## config.mk

```make
export PLATFORM = sky130hd
export DESIGN_NAME = pfs_core
export DESIGN_NICKNAME = d
export VERILOG_FILES = /design/src/core/pfs_pkg.sv /design/src/core/pfs_core.sv
export SDC_FILE = /design/constraint.sdc
export NUM_CORES = 1
export LEC_CHECK = 0
export BUFFER_PORTS_ARGS = -buffer_cell sky130_fd_sc_hd__buf_2
export CORE_MARGIN = 2
export CORE_UTILIZATION = 55
export DETAILED_ROUTE_END_ITERATION = 6
export PLACE_DENSITY = 0.82
export SYNTH_ARGS = -nofsm -noshare
export SYNTH_HDL_FRONTEND = slang
export SYNTH_SLANG_ARGS = --single-unit
```

## constraint.sdc

```tcl
create_clock -name pclk -period 2.7 [get_ports pclk]
set_clock_uncertainty 0.05 [all_clocks]
set_input_delay 0.405 -clock pclk [delete_from_list [all_inputs] [get_ports pclk]]
set_output_delay 0.405 -clock pclk [all_outputs]
set_load 0.02 [all_outputs]
```

## src/core/pfs_pkg.sv

```systemverilog
// Purpose: Constants for the program-flow and system-control executor.
// Assumes: APB slave, 32-bit data, one aligned word per register.
// Notes: Opcodes are 12 bits wide; cycle counts are whole core cycles.
package pfs_pkg;
    // ------------------------------------------------------------
    // Register byte offsets
    // ------------------------------------------------------------
    localparam logic [7:0] ADDR_INSTR = 8'h00;
    localparam logic [7:0] ADDR_W = 8'h04;
    localparam logic [7:0] ADDR_STATUS = 8'h08;
    localparam logic [7:0] ADDR_FSR = 8'h0c;
    localparam logic [7:0] ADDR_MODE = 8'h10;
    localparam logic [7:0] ADDR_PC = 8'h14;
    localparam logic [7:0] ADDR_TOS = 8'h18;
    localparam logic [7:0] ADDR_SHADOW = 8'h1c;
    localparam logic [7:0] ADDR_SHADOW_PC = 8'h20;
    localparam logic [7:0] ADDR_RTC = 8'h24;
    localparam logic [7:0] ADDR_WATCHDOG = 8'h28;
    localparam logic [7:0] ADDR_CTRL = 8'h2c;
    localparam logic [7:0] ADDR_CORE = 8'h30;
    // ------------------------------------------------------------
    // Field positions
    // ------------------------------------------------------------
    localparam int ST_CARRY = 0;
    localparam int ST_ZERO = 2;
    localparam int ST_POWERDOWN = 3;
    localparam int ST_TIMEOUT = 4;
    localparam int ST_PAGE_LO = 5;
    localparam int CTRL_PRESC_WD = 0;
    localparam int CTRL_WAKE = 1;
    // ------------------------------------------------------------
    // File register addresses
    // ------------------------------------------------------------
    localparam logic [4:0] FILE_RTC = 5'h01;
    localparam logic [4:0] FILE_PCL = 5'h02;
    localparam logic [4:0] FILE_STATUS = 5'h03;
    localparam logic [4:0] FILE_FSR = 5'h04;
    // ------------------------------------------------------------
    // Fixed opcodes
    // ------------------------------------------------------------
    localparam logic [11:0] OP_SLEEP = 12'h003;
    localparam logic [11:0] OP_RET = 12'h00c;
    localparam logic [11:0] OP_RET_PAGE = 12'h00d;
    localparam logic [11:0] OP_RET_INT = 12'h00e;
    localparam logic [11:0] OP_RET_INT_ADD = 12'h00f;
    localparam logic [11:0] OP_IMEM_READ = 12'h041;
    localparam logic [11:0] OP_MODE_TO_W = 12'h042;
    // ------------------------------------------------------------
    // Cycle counts
    // ------------------------------------------------------------
    localparam logic [2:0] CYC_ONE = 3'd1;
    localparam logic [2:0] CYC_SKIP = 3'd2;
    localparam logic [2:0] CYC_BRANCH = 3'd3;
    localparam logic [2:0] CYC_IMEM = 3'd4;
    // ------------------------------------------------------------
    // Reset values
    // ------------------------------------------------------------
    localparam logic [7:0] RST_STATUS = 8'h18;
    localparam logic [11:0] RST_PC = 12'hfff;
endpackage : pfs_pkg

```

## src/core/pfs_core.sv

```systemverilog
// Purpose: Executes program-control and system-control instructions.
// Assumes: Instructions arrive as APB writes to the instruction word.
// Notes: A busy or sleeping core stalls the next instruction write.
//
// Implementation choices: the placing of the registers and the APB interface to the registers.
`timescale 1ns/1ps

module pfs_core
    import pfs_pkg::*;
#(
    parameter int STACK_DEPTH = 8
) (
    input wire logic pclk,
    input wire logic presetn,
    input wire logic psel,
    input wire logic penable,
    input wire logic pwrite,
    input wire logic [7:0] paddr,
    input wire logic [31:0] pwdata,
    output logic [31:0] prdata,
    output logic pready,
    output logic pslverr,
    output logic [11:0] prog_addr,
    input wire logic [11:0] prog_data,
    output logic osc_stopped
);

    // ------------------------------------------------------------
    // State
    // ------------------------------------------------------------
    logic [7:0] w_q, w_d; // Working register
    logic [7:0] status_q, status_d; // Page, flags
    logic [7:0] fsr_q, fsr_d; // File select register
    logic [3:0] mode_q, mode_d; // Mode register
    logic [11:0] pc_q, pc_d; // Program counter
    logic [7:0] rtc_q, rtc_d; // Real time counter
    logic [7:0] sh_w_q, sh_st_q, sh_fsr_q; // Shadow copies
    logic [3:0] sh_mode_q;
    logic [11:0] sh_pc_q;
    logic [7:0] wdog_q; // Watchdog count
    logic [7:0] presc_q; // Prescaler
    logic presc_wd_q; // Prescaler assigned to watchdog
    logic asleep_q; // Oscillator stopped
    logic [2:0] cnt_q; // Cycles left of current instruction
    logic [11:0] instr_q; // Last issued instruction
    logic imem_q; // Memory read in flight
    logic [11:0] stk_q [STACK_DEPTH]; // Return stack, entry 0 is top
    logic [3:0] sp_q; // Entries in use
    logic [31:0] prdata_q;
    logic pready_q, pslverr_q;
    logic [11:0] prog_addr_q;

    // ------------------------------------------------------------
    // Bus decode
    // ------------------------------------------------------------
    logic acc, wr, issue, stall, mapped;
    logic [11:0] op;
    assign acc = psel && penable && pready_q;
    assign wr = acc && pwrite && !pslverr_q;
    assign issue = wr && paddr == ADDR_INSTR;
    assign op = pwdata[11:0];
    // Instruction writes wait while busy or asleep
    assign stall = pwrite && paddr == ADDR_INSTR &&
                   (cnt_q != 3'd0 || asleep_q);
    assign mapped = paddr <= ADDR_CORE && paddr[1:0] == 2'b00;

    // File register read view
    function automatic logic [7:0] file_rd(input logic [4:0] f,
                                           input logic [7:0] rtc,
                                           input logic [11:0] pc,
                                           input logic [7:0] st,
                                           input logic [7:0] fs);
        logic [7:0] v;
        v = 8'h00;
        case (f)
            FILE_RTC: v = rtc;
            FILE_PCL: v = pc[7:0]; // Bit 0 is the PC lsb
            FILE_STATUS: v = st;
            FILE_FSR: v = fs;
            default: v = 8'h00;
        endcase
        return v;
    endfunction : file_rd

    // ------------------------------------------------------------
    // Execute
    // ------------------------------------------------------------
    logic push, pop, sleep_go, wake;
    logic [2:0] cyc;
    logic [7:0] fval, fnew, rel;
    logic fw;
    logic [4:0] ff;
    logic [11:0] tos;
    assign tos = stk_q[0];
    assign wake = wr && paddr == ADDR_CTRL && pwdata[CTRL_WAKE];
    assign ff = op[4:0];
    assign fval = file_rd(ff, rtc_q, pc_q, status_q, fsr_q);
    assign rel = pc_q[7:0] + 8'h01 + w_q;

    // Next state of the core registers
    always_comb begin
        w_d = w_q;
        status_d = status_q;
        fsr_d = fsr_q;
        mode_d = mode_q;
        pc_d = pc_q;
        rtc_d = rtc_q;
        push = 1'b0;
        pop = 1'b0;
        sleep_go = 1'b0;
        cyc = CYC_ONE;
        fw = 1'b0;
        fnew = 8'h00;
        if (imem_q && cnt_q == 3'd1) begin
            // Word lands in MODE:W at the last cycle
            {mode_d, w_d} = prog_data;
        end
        if (issue) begin
            pc_d = pc_q + 12'h001;
            if (op[11:8] == 4'h9) begin
                // Call
                push = 1'b1;
                pc_d = {status_q[7:5], 1'b0, op[7:0]};
                cyc = CYC_BRANCH;
            end else if (op[11:9] == 3'b101) begin
                // Jump, flags untouched
                pc_d = {status_q[7:5], op[8:0]};
                cyc = CYC_BRANCH;
            end else if (op[11:8] == 4'h8) begin
                // Literal return
                w_d = op[7:0];
                pop = 1'b1;
                pc_d = tos;
                cyc = CYC_BRANCH;
            end else if (op == OP_RET) begin
                // Page bits left alone
                pop = 1'b1;
                pc_d = tos;
                cyc = CYC_BRANCH;
            end else if (op == OP_RET_PAGE) begin
                // Page from stack entry
                pop = 1'b1;
                pc_d = tos;
                status_d[7:5] = tos[11:9];
                cyc = CYC_BRANCH;
            end else if (op == OP_RET_INT || op == OP_RET_INT_ADD) begin
                // Shadow restore, timeout and powerdown kept
                w_d = sh_w_q;
                status_d = {sh_st_q[7:5], status_q[4:3], sh_st_q[2:0]};
                fsr_d = sh_fsr_q;
                mode_d = sh_mode_q;
                pc_d = sh_pc_q;
                cyc = CYC_BRANCH;
                if (op[0]) begin
                    // Counter gets the pre-restore W
                    rtc_d = rtc_q + w_q;
                end
            end else if (op[11:3] == 9'b0_0000_0011) begin
                fsr_d[6:4] = op[2:0]; // Bank select
            end else if (op[11:3] == 9'b0_0000_0010) begin
                status_d[7:5] = op[2:0]; // Page select
            end else if (op == OP_IMEM_READ) begin
                cyc = CYC_IMEM; // Four cycles
            end else if (op == OP_MODE_TO_W) begin
                w_d = {4'h0, mode_q}; // Upper nibble cleared
            end else if (op == OP_SLEEP) begin
                // Timeout set, powerdown cleared
                sleep_go = 1'b1;
                status_d[ST_TIMEOUT] = 1'b1;
                status_d[ST_POWERDOWN] = 1'b0;
            end else if (op[11:5] == 7'b000_0001) begin
                fw = 1'b1;
                fnew = w_q;
            end else if (op[11:5] == 7'b000_1111 && ff == FILE_PCL) begin
                // Relative jump from the next word
                pc_d = {status_q[7:5], 1'b0, rel};
                cyc = CYC_BRANCH;
            end else if (op[11:9] == 3'b010) begin
                // Bit clear or set; carry and zero sit here
                fw = 1'b1;
                fnew = fval;
                fnew[op[7:5]] = op[8];
            end else if (op[11:9] == 3'b011) begin
                // Skip discards the next word, two cycles
                if (fval[op[7:5]] == op[8]) begin
                    pc_d = pc_q + 12'h002;
                    cyc = CYC_SKIP;
                end
            end
            if (fw) begin
                case (ff)
                    FILE_RTC: rtc_d = fnew;
                    FILE_PCL: begin
                        // Absolute indirect jump
                        pc_d = {status_q[7:5], 1'b0, fnew};
                        cyc = CYC_BRANCH;
                    end
                    FILE_STATUS: begin
                        status_d = {fnew[7:5], status_q[4:3], fnew[2:0]};
                    end
                    FILE_FSR: fsr_d = fnew;
                    default: fnew = 8'h00;
                endcase
            end
        end
        // Software access to the visible registers
        if (wr) begin
            case (paddr)
                ADDR_W: w_d = pwdata[7:0];
                ADDR_STATUS: status_d = pwdata[7:0];
                ADDR_FSR: fsr_d = pwdata[7:0];
                ADDR_MODE: mode_d = pwdata[3:0];
                ADDR_PC: pc_d = pwdata[11:0];
                ADDR_RTC: rtc_d = pwdata[7:0];
                default: rtc_d = rtc_d;
            endcase
        end
    end

    // Core register file
    always_ff @(posedge pclk or negedge presetn) begin
        if (!presetn) begin
            w_q <= 8'h00;
            status_q <= RST_STATUS;
            fsr_q <= 8'h00;
            mode_q <= 4'h0;
            pc_q <= RST_PC;
            rtc_q <= 8'h00;
        end else begin
            w_q <= w_d;
            status_q <= status_d;
            fsr_q <= fsr_d;
            mode_q <= mode_d;
            pc_q <= pc_d;
            rtc_q <= rtc_d;
        end
    end

    // Shadow copies, loaded by software
    always_ff @(posedge pclk or negedge presetn) begin
        if (!presetn) begin
            {sh_mode_q, sh_fsr_q, sh_st_q, sh_w_q} <= 28'h000_0000;
            sh_pc_q <= 12'h000;
        end else if (wr && paddr == ADDR_SHADOW) begin
            {sh_mode_q, sh_fsr_q, sh_st_q, sh_w_q} <= pwdata[27:0];
        end else if (wr && paddr == ADDR_SHADOW_PC) begin
            sh_pc_q <= pwdata[11:0];
        end
    end

    // Cycle counter holds off the next instruction
    always_ff @(posedge pclk or negedge presetn) begin
        if (!presetn) begin
            cnt_q <= 3'd0;
            instr_q <= 12'h000;
            imem_q <= 1'b0;
            prog_addr_q <= 12'h000;
        end else if (issue) begin
            cnt_q <= cyc - 3'd1;
            instr_q <= op;
            imem_q <= op == OP_IMEM_READ;
            prog_addr_q <= {mode_q, w_q}; // Address MODE:W
        end else if (cnt_q != 3'd0) begin
            cnt_q <= cnt_q - 3'd1;
            imem_q <= imem_q && cnt_q != 3'd1;
        end
    end

    // Watchdog, prescaler and oscillator stop
    always_ff @(posedge pclk or negedge presetn) begin
        if (!presetn) begin
            wdog_q <= 8'h00;
            presc_q <= 8'h00;
            presc_wd_q <= 1'b0;
            asleep_q <= 1'b0;
        end else begin
            if (wr && paddr == ADDR_CTRL) begin
                presc_wd_q <= pwdata[CTRL_PRESC_WD];
            end
            if (sleep_go) begin
                wdog_q <= 8'h00;
                asleep_q <= 1'b1;
                if (presc_wd_q) begin
                    presc_q <= 8'h00;
                end
            end else if (asleep_q) begin
                // Clock stopped: counts frozen until woken
                asleep_q <= !wake;
            end else begin
                presc_q <= presc_q + 8'h01;
                if (!presc_wd_q || presc_q == 8'hff) begin
                    wdog_q <= wdog_q + 8'h01;
                end
            end
        end
    end

    // Return stack, one shift stage per entry
    generate
        for (genvar i = 0; i < STACK_DEPTH; i++) begin : g_stk
            logic [11:0] push_src, pop_src; // Neighbour values
            // Split per end so no entry indexes past the array
            if (i == 0) begin : g_top
                assign push_src = pc_q + 12'h001;
            end else begin : g_below
                assign push_src = stk_q[i-1];
            end
            if (i == STACK_DEPTH - 1) begin : g_last
                assign pop_src = 12'h000; // Empty slot enters on pop
            end else begin : g_above
                assign pop_src = stk_q[i+1];
            end
            always_ff @(posedge pclk or negedge presetn) begin
                if (!presetn) begin
                    stk_q[i] <= 12'h000;
                end else if (push) begin
                    // Oldest entry falls off the bottom
                    stk_q[i] <= push_src;
                end else if (pop) begin
                    stk_q[i] <= pop_src;
                end
            end
        end
    endgenerate

    // Stack occupancy, saturating both ways
    always_ff @(posedge pclk or negedge presetn) begin
        if (!presetn) begin
            sp_q <= 4'h0;
        end else if (push && sp_q != 4'(STACK_DEPTH)) begin
            sp_q <= sp_q + 4'h1;
        end else if (pop && sp_q != 4'h0) begin
            sp_q <= sp_q - 4'h1;
        end
    end

    // ------------------------------------------------------------
    // APB slave, one wait state, more while stalled
    // ------------------------------------------------------------
    logic [31:0] rd_val;
    always_comb begin
        rd_val = 32'h0000_0000;
        case (paddr)
            ADDR_INSTR: rd_val = {20'h0_0000, instr_q};
            ADDR_W: rd_val = {24'h00_0000, w_q};
            ADDR_STATUS: rd_val = {24'h00_0000, status_q};
            ADDR_FSR: rd_val = {24'h00_0000, fsr_q};
            ADDR_MODE: rd_val = {28'h000_0000, mode_q};
            ADDR_PC: rd_val = {20'h0_0000, pc_q};
            ADDR_TOS: rd_val = {20'h0_0000, tos};
            ADDR_SHADOW: rd_val = {4'h0, sh_mode_q, sh_fsr_q, sh_st_q,
                                   sh_w_q};
            ADDR_SHADOW_PC: rd_val = {20'h0_0000, sh_pc_q};
            ADDR_RTC: rd_val = {24'h00_0000, rtc_q};
            ADDR_WATCHDOG: rd_val = {16'h0000, presc_q, wdog_q};
            ADDR_CTRL: rd_val = {31'h0000_0000, presc_wd_q};
            ADDR_CORE: rd_val = {24'h00_0000, sp_q, 2'b00, asleep_q,
                                 cnt_q != 3'd0};
            default: rd_val = 32'h0000_0000;
        endcase
    end

    // Handshake and read capture
    always_ff @(posedge pclk or negedge presetn) begin
        if (!presetn) begin
            pready_q <= 1'b0;
            pslverr_q <= 1'b0;
            prdata_q <= 32'h0000_0000;
        end else begin
            pready_q <= psel && penable && !pready_q && !stall;
            pslverr_q <= psel && penable && !pready_q && !stall && !mapped;
            prdata_q <= (psel && !pwrite) ? rd_val : 32'h0000_0000;
        end
    end

    assign prdata = prdata_q;
    assign pready = pready_q;
    assign pslverr = pslverr_q;
    assign prog_addr = prog_addr_q;
    assign osc_stopped = asleep_q;
endmodule : pfs_core

```

# After elaboration in Yosys (flattened, before gate mapping)
# Cells that the tools add are included.
[totals]
register_bits = 268
input_bits = 57
out_inout_bits = 47
wordCells = 324
[op_classes]
addsub = 11
n_lt_le_gt_ge = 3
eq_ne = 39
muxes = 196
n_bitwise = 1
n_reduce_logical = 43
[op_table]
columns = ["op", "count"]
rows = [
  ["$mux 8", 65],
  ["$mux 12", 37],
  ["$pmux 28 s13", 1],
  ["$mux 3", 25],
  ["$mux 4", 13],
  ["$eq 12x4->1 const B", 4],
  ["$mux 1", 42],
  ["$eq 8x6->1 const B", 5],
  ["$eq 8x5->1 const B", 4],
  ["$mux 32", 1],
  ["$pmux 8 s4", 1],
  ["$add 8x1->8 const B", 3],
  ["$eq 12x7->1 const B", 2],
  ["$logic_and 1x1->1", 22],
  ["$eq 9x2->1 const B", 2],
  ["$add 8x8->8", 2],
  ["$eq 8x4->1 const B", 2],
  ["$mux 5", 3],
  ["$add 12x1->12 const B", 1],
  ["$add 12x2->12 const B", 1],
  ["$eq 12x2->1 const B", 1],
  ["$eq 5x2->1 const B", 2],
  ["$mux 2", 5],
  ["$bwmux 8", 1],
  ["32 further kinds", 48],
]

# Longest topological paths before layout
[logic_depth]
depth_word = 26
ltp_mapped = 14
ltp_nobuf = 13

# Worst setup path before layout
# No wires, ideal clock.
[synth_timing]
path_kind = "input-to-reg"
startpoint = "input port paddr[5]"
endpoint = "register sp_q[3]"
setup_time_ns = 0.124
arrival_time_ns = 3.111
required_ns = 2.526
path_slack_ns = -0.585
stages = 13
n_path_buf = 2
cell_sequence = "or4_1 clkbuf_1 nor2_2 nand2_1 nor3_1 buf_2 nand2_1 ha_1 a21o_1 a21oi_1 xnor2_1 nand2_1 xnor2_1"
[synth_between]
elab_chain_cells = 5
elab_cells_between_ends = 8
classes_between = "mux (3); reduce/logical (5)"
[synth_rtl]
columns = ["item", "line", "source"]
rows = [
  ["start, declared", "pfs_core.sv:18", "input wire logic [7:0] paddr,"],
  ["$logic_not 8->1 (*)", "pfs_core.sv:60", "assign issue = wr && paddr == ADDR_INSTR;"],
  ["$logic_and 1x1->1 (*)", "pfs_core.sv:60", ""],
  ["$mux 1", "pfs_core.sv:118", "if (issue) begin"],
  ["$logic_and 1x1->1 (on tied branches)", "pfs_core.sv:330, pfs_core.sv:332", ""],
  ["$mux 4 or $reduce_bool 2->1 (tied branches)", "n/a", ""],
  ["end signal, assigned", "pfs_core.sv:331", "sp_q <= sp_q + 4'h1;"],
  ["end signal, assigned", "pfs_core.sv:333", "sp_q <= sp_q - 4'h1;"],
  ["end, declared", "pfs_core.sv:48", "logic [3:0] sp_q;"],
]
# Every way passes the cells marked *; elsewhere a longest branch is shown, timed or not.
# A chain may end at the register's enable or synchronous reset.

# Worst setup path in the final report
[layout_timing]
startpoint = "register status_q[3]"
endpoint = "register pc_q[6]"
[layout_between]
elab_chain_cells = 25
[layout_rtl]
columns = ["item", "line", "source"]
rows = [
  ["start, declared", "pfs_core.sv:32", "logic [7:0] status_q, status_d;"],
  ["start signal, assigned", "pfs_core.sv:231", "status_q <= status_d;"],
  ["$pmux 8 s4 (*)", "pfs_core.sv:75", "case (f)"],
  ["$bmux 1 s3 (*)", "pfs_core.sv:185", "if (fval[op[7:5]] == op[8]) begin"],
  ["$mux 1 (not written as such) (*)", "pfs_core.sv:185", ""],
  ["$eq 1x1->1 (*)", "pfs_core.sv:185", ""],
  ["$mux 12 (*)", "pfs_core.sv:185", ""],
  ["$mux 12 (*)", "pfs_core.sv:183", "end else if (op[11:9] == 3'b011) begin"],
  ["$mux 12 (*)", "pfs_core.sv:178", "end else if (op[11:9] == 3'b010) begin"],
  ["$mux 12 (*)", "pfs_core.sv:174", "end else if (op[11:5] == 7'b000_1111 && ff == FILE_PCL) begin"],
  ["[... 10 more ...]", "n/a", ""],
  ["$mux 12 (*)", "pfs_core.sv:125", "end else if (op[11:9] == 3'b101) begin"],
  ["$mux 12 (*)", "pfs_core.sv:120", "if (op[11:8] == 4'h9) begin"],
  ["$mux 12", "pfs_core.sv:191", "case (ff)"],
  ["$mux 12 (*)", "pfs_core.sv:190", "if (fw) begin"],
  ["$mux 12 (*)", "pfs_core.sv:118", ""],
  ["$mux 12", "pfs_core.sv:208", "case (paddr)"],
  ["$mux 12 (*)", "pfs_core.sv:207", "if (wr) begin"],
  ["via pc_d[6]", "pfs_core.sv:35", "logic [11:0] pc_q, pc_d;"],
  ["end signal, assigned", "pfs_core.sv:234", "pc_q <= pc_d;"],
  ["end, declared", "pfs_core.sv:35", ""],
]
# Mark *: on every way through the listed nets, which the timed path passes. The rest lies on a longest branch. The select of a mux whose other input is x is not followed.

==> impl_results.md <==
* Status: finished clean
* HPWL reported at the end of detailed placement at 41500 um
* Type of the most critical hold path: in -> reg
* Avg Inst Size Synth at 9.06 um^2
* Pwr Total at 8.74 mW
* Post-synth EDFFs at 0
* Antenna violations before repair at 0
* TritonCTS Buffers at 28
* DP Worst Slack at -0.645 ns
* Number of synthesized register bits at ~260
* Switching pwr at between 2 and 2.5 mW
* Setup TNS at 0 ns
* GR Overflow Total at 0
* Vias at approximately 14k
* DR pass1 iterations at 6
* Gate Count Post-Synth at approximately 1.6k
* Clk Latency, worst-skew pair at around 0.57 ns
* CP Capture Type: flip-flop
* Async SR Flop Fraction at 100%
* Root Buffer: clkbuf_16
* Leak pwr at about 9 nW
* Pwr/cell area at ~470 nW/um^2
* Reg2Reg Capture Point: pc_q[6]
* Placed cell count at 2220
* Final core area utilization at ~69%
* Clk buf depth at 3
* Final cell count without fillers at about 2.3k
* WP data required at about 3.1 ns
* Number of max-cap violations at 0
* Clock transition at the registers of the reported paths at approximately 0.060 ns
* R2R Path Start: status_q[3]
* Vias in the first global route at approximately 14k
* Routed vias/inst at 6.32
* IO buf count at 95
* Slew Viols, Final at 0
* Die Ht at around 170 um
* First-pass GRT wire length at about 84000 um
* Largest net degree at the start of global routing at 142
* GRT Overall Usage at 39.1%
* Critical Path AT at between 3 and 4 ns
* Mapped cell area at around 15000 um^2
* CTS sink count at 264
* Diode count at 0
* GP Congestion at around 1.1
* Fin. Hold Viols at 0
* Starting density of the core at between 50% and 60%
* Synth Flop Type: dfrtp_1
* Post-synth cell types at 74
* Sw Share at 25.6%
* Die ar. at 28400 um^2
* Core area at ~27000 um^2
* Post-synthesis sequential area ratio at approximately 44%
* ANT nets after route at 0
* I/O pin count at about 100
* Die X at between 150 and 200 um
* P&R area growth vs syn at 24.7%
* Max-Slew Margin vs Limit at about 39%
* CP Class: reg -> reg
* Row cnt at 60
* Htree depth at 1
* Flop2flop setup slack at 0.03 ns
* Power share of the combinational group at a little under 9%
* Critical Path End: pc_q[6]
* # nets final at 2002
* Setup-failing EPs final at 0
* Share of post-route cells with drive strength above 1 at 25.9%
* Drt total wl at 55700 um
* Setup slack after layout at 0.0263 ns
* # DRC at 0
* Clk pwr share at between 40% and 50%
* Initial DRC count at 1626
* Average wire per standard cell at around 24 um
* Worst Path Max Fanout at 3
* Worst-Margin Slew at between 0.9 and 1 ns
* P_int at ~6.5 mW
* CTS tree: done
* Setup crit start kind: flip-flop
* Final clock period utilization by the worst path at approximately 99%
* # fillers at 2082
* Unrepaired setup endpoints after global routing: true
* Reg2reg path depth at 12
* Peak VDD IR at 0.505 mV
* Reg power frac at 47.8%
* Synth Warn # at 0
* Clock period minus final worst setup slack at 2.67 ns
* CP startpoint: status_q[3]
* Max Clk Rate at between 0.3 and 0.4 GHz
## per-stage QoR
| stage | instance area (um^2) | hold slack [ns] |
|---|---|---|
| after floorplan | 15000 | 0.0594 |
| after global placement | 17500 | 0.331 |
| after detailed placement | 17500 | 0.337 |
| after CTS | 18400 | 0.0150 |
| after global routing | 18600 | 0.0274 |
| final | 18600 | 0.0268 |
## power groups by stage
| stage | sequential, mW | clock, mW | combinational (mW) |
|---|---|---|---|
| global route | 4.18 | 3.93 | 0.837 |
| floorplan | 4.19 | 0 | 0.367 |
| global placement | 4.23 | 0 | 0.715 |
| detailed placement | 4.24 | 0 | 0.738 |
| CTS | 4.17 | 3.81 | 0.744 |
| finish | 4.18 | 3.79 | 0.775 |
## layout make-up
type	instances	area, um^2	share of cell area (%)
Clock inverter	8	82.6	0.444
Timing Repair Buffer	360	2650	14.3
Clock buffer	43	807	4.34
Tap cell	341	427	2.30
Inverter	22	82.6	0.444
Multi-Input combinational cell	1242	7910	42.6
Sequential cell	264	6630	35.7
## Yosys cell counts, drive strengths merged (9+ instances only)
master	count	area, um^2
o21ai	194	971
xnor2	20	175
nand3	30	150
mux2	39	439
nor2b	10	62.6
mux2i	106	1060
o221ai	10	87.6
a211oi	17	128
nand4	9	56.3
nor2	95	372
dfrtp	250	6260
nor3	23	126
o22ai	14	87.6
dfstp	14	368
and3	12	75.1
nand2	310	1160
a31oi	20	125
a22oi	27	203
and2	23	144
a22o	29	254
a222oi	12	120
inv	22	82.6
o211ai	14	105
clkbuf	98	368
xor2	17	149
ha	24	300
buf	23	119
a21oi	69	345
a221oi	27	243
## cell usage in the layout (no fill, tap or decap), drive strengths merged, types with 6 or more instances in the layout
cell / count
and3: 12
o21ai: 194
nand3: 30
buf: 359
a31oi: 20
dfstp: 14
a211oi: 17
clkinv: 6
nor2b: 10
clkbuf: 43
a22oi: 27
dfrtp: 250
o221ai: 10
a221oi: 27
nor2: 95
o211ai: 14
and2: 23
mux2: 39
mux2i: 106
xor2: 17
o22ai: 14
a22o: 29
nand3b: 6
nand4: 9
ha: 24
a222oi: 12
nand2: 310
a21oi: 69
nor3: 23
xnor2: 20
inv: 22
## metal layers
| layer | GRT usage [%] | vias to the layer above | share of wire (%) |
|---|---|---|---|
| met1 | 49.5 | 6970 | 39 |
| met2 | 64.4 | 758 | 46 |
| met5 | 0 | - | 0 |
| met3 | 6.99 | 210 | 8.4 |
| li1 | - | 6480 | - |
| met4 | 20.7 | 0 | 6.5 |
## state kept, by name, indices dropped and copies added (netlist names), 8 cells and up
name	count
w_q	8
sh_fsr_q	8
prog_addr	12
pc_q	12
sh_pc_q	12
g_stk.push_src	12
wdog_q	8
sh_w_q	8
prdata	28
g_stk.pop_src	84
rtc_q	8
fsr_q	8
presc_q	8
sh_st_q	8
status_q	8
instr_q	12
## what timing repair did
action	4_1_cts	5_1_grt
resized for setup	3	27
hold buffers	1	0
setup endpoints to repair	11	16
setup buffers	2	6
cloned	0	0
endpoints found under the hold margin	48	0
pin swaps	6	10
## cells by family (layout without fill, tap and decap cells)
family	Yosys count	count (layout)	share of synthesized area, %
other	1	4	0.0252
adders and majority gates	27	27	2.42
DFF	264	264	44.4
muxes	145	145	10.1
and+or+nand+nor	555	555	16.6
xor gates and xnor gates	37	37	2.17
AOI/OAI and AO/OA	474	474	20.4
buffers and inverters	143	433	3.82
## worst min path at each step
| stage | startpoint | to | slack (ns) | cells after the start |
|---|---|---|---|---|
| final | pwdata[14] | sh_st_q[6] | 0.03 | 2 |
| after global routing | pwdata[14] | sh_st_q[6] | 0.03 | 2 |
| after CTS | pwdata[14] | sh_st_q[6] | 0.02 | 2 |
| after detailed placement | presetn | prog_addr[4] | 0.34 | 1 |
| after global placement | presetn | prog_addr[4] | 0.33 | 1 |
| after floorplan | presetn | cnt_q[0] | 0.06 | 0 |
## worst max-delay path, cell delays in order, from the launching register on
cell	delay (ns)
dfstp_2	0.57
mux2i_1	0.08
a211oi_1	0.22
a21oi_1	0.09
a221o_1	0.38
nor4_4	0.23
buf_6	0.16
buf_4	0.11
nor2_4	0.03
buf_4	0.15
mux2i_1	0.13
and4_1	0.21
nor4_1	0.17
Note: power is estimated with default switching activity, not from simulation.
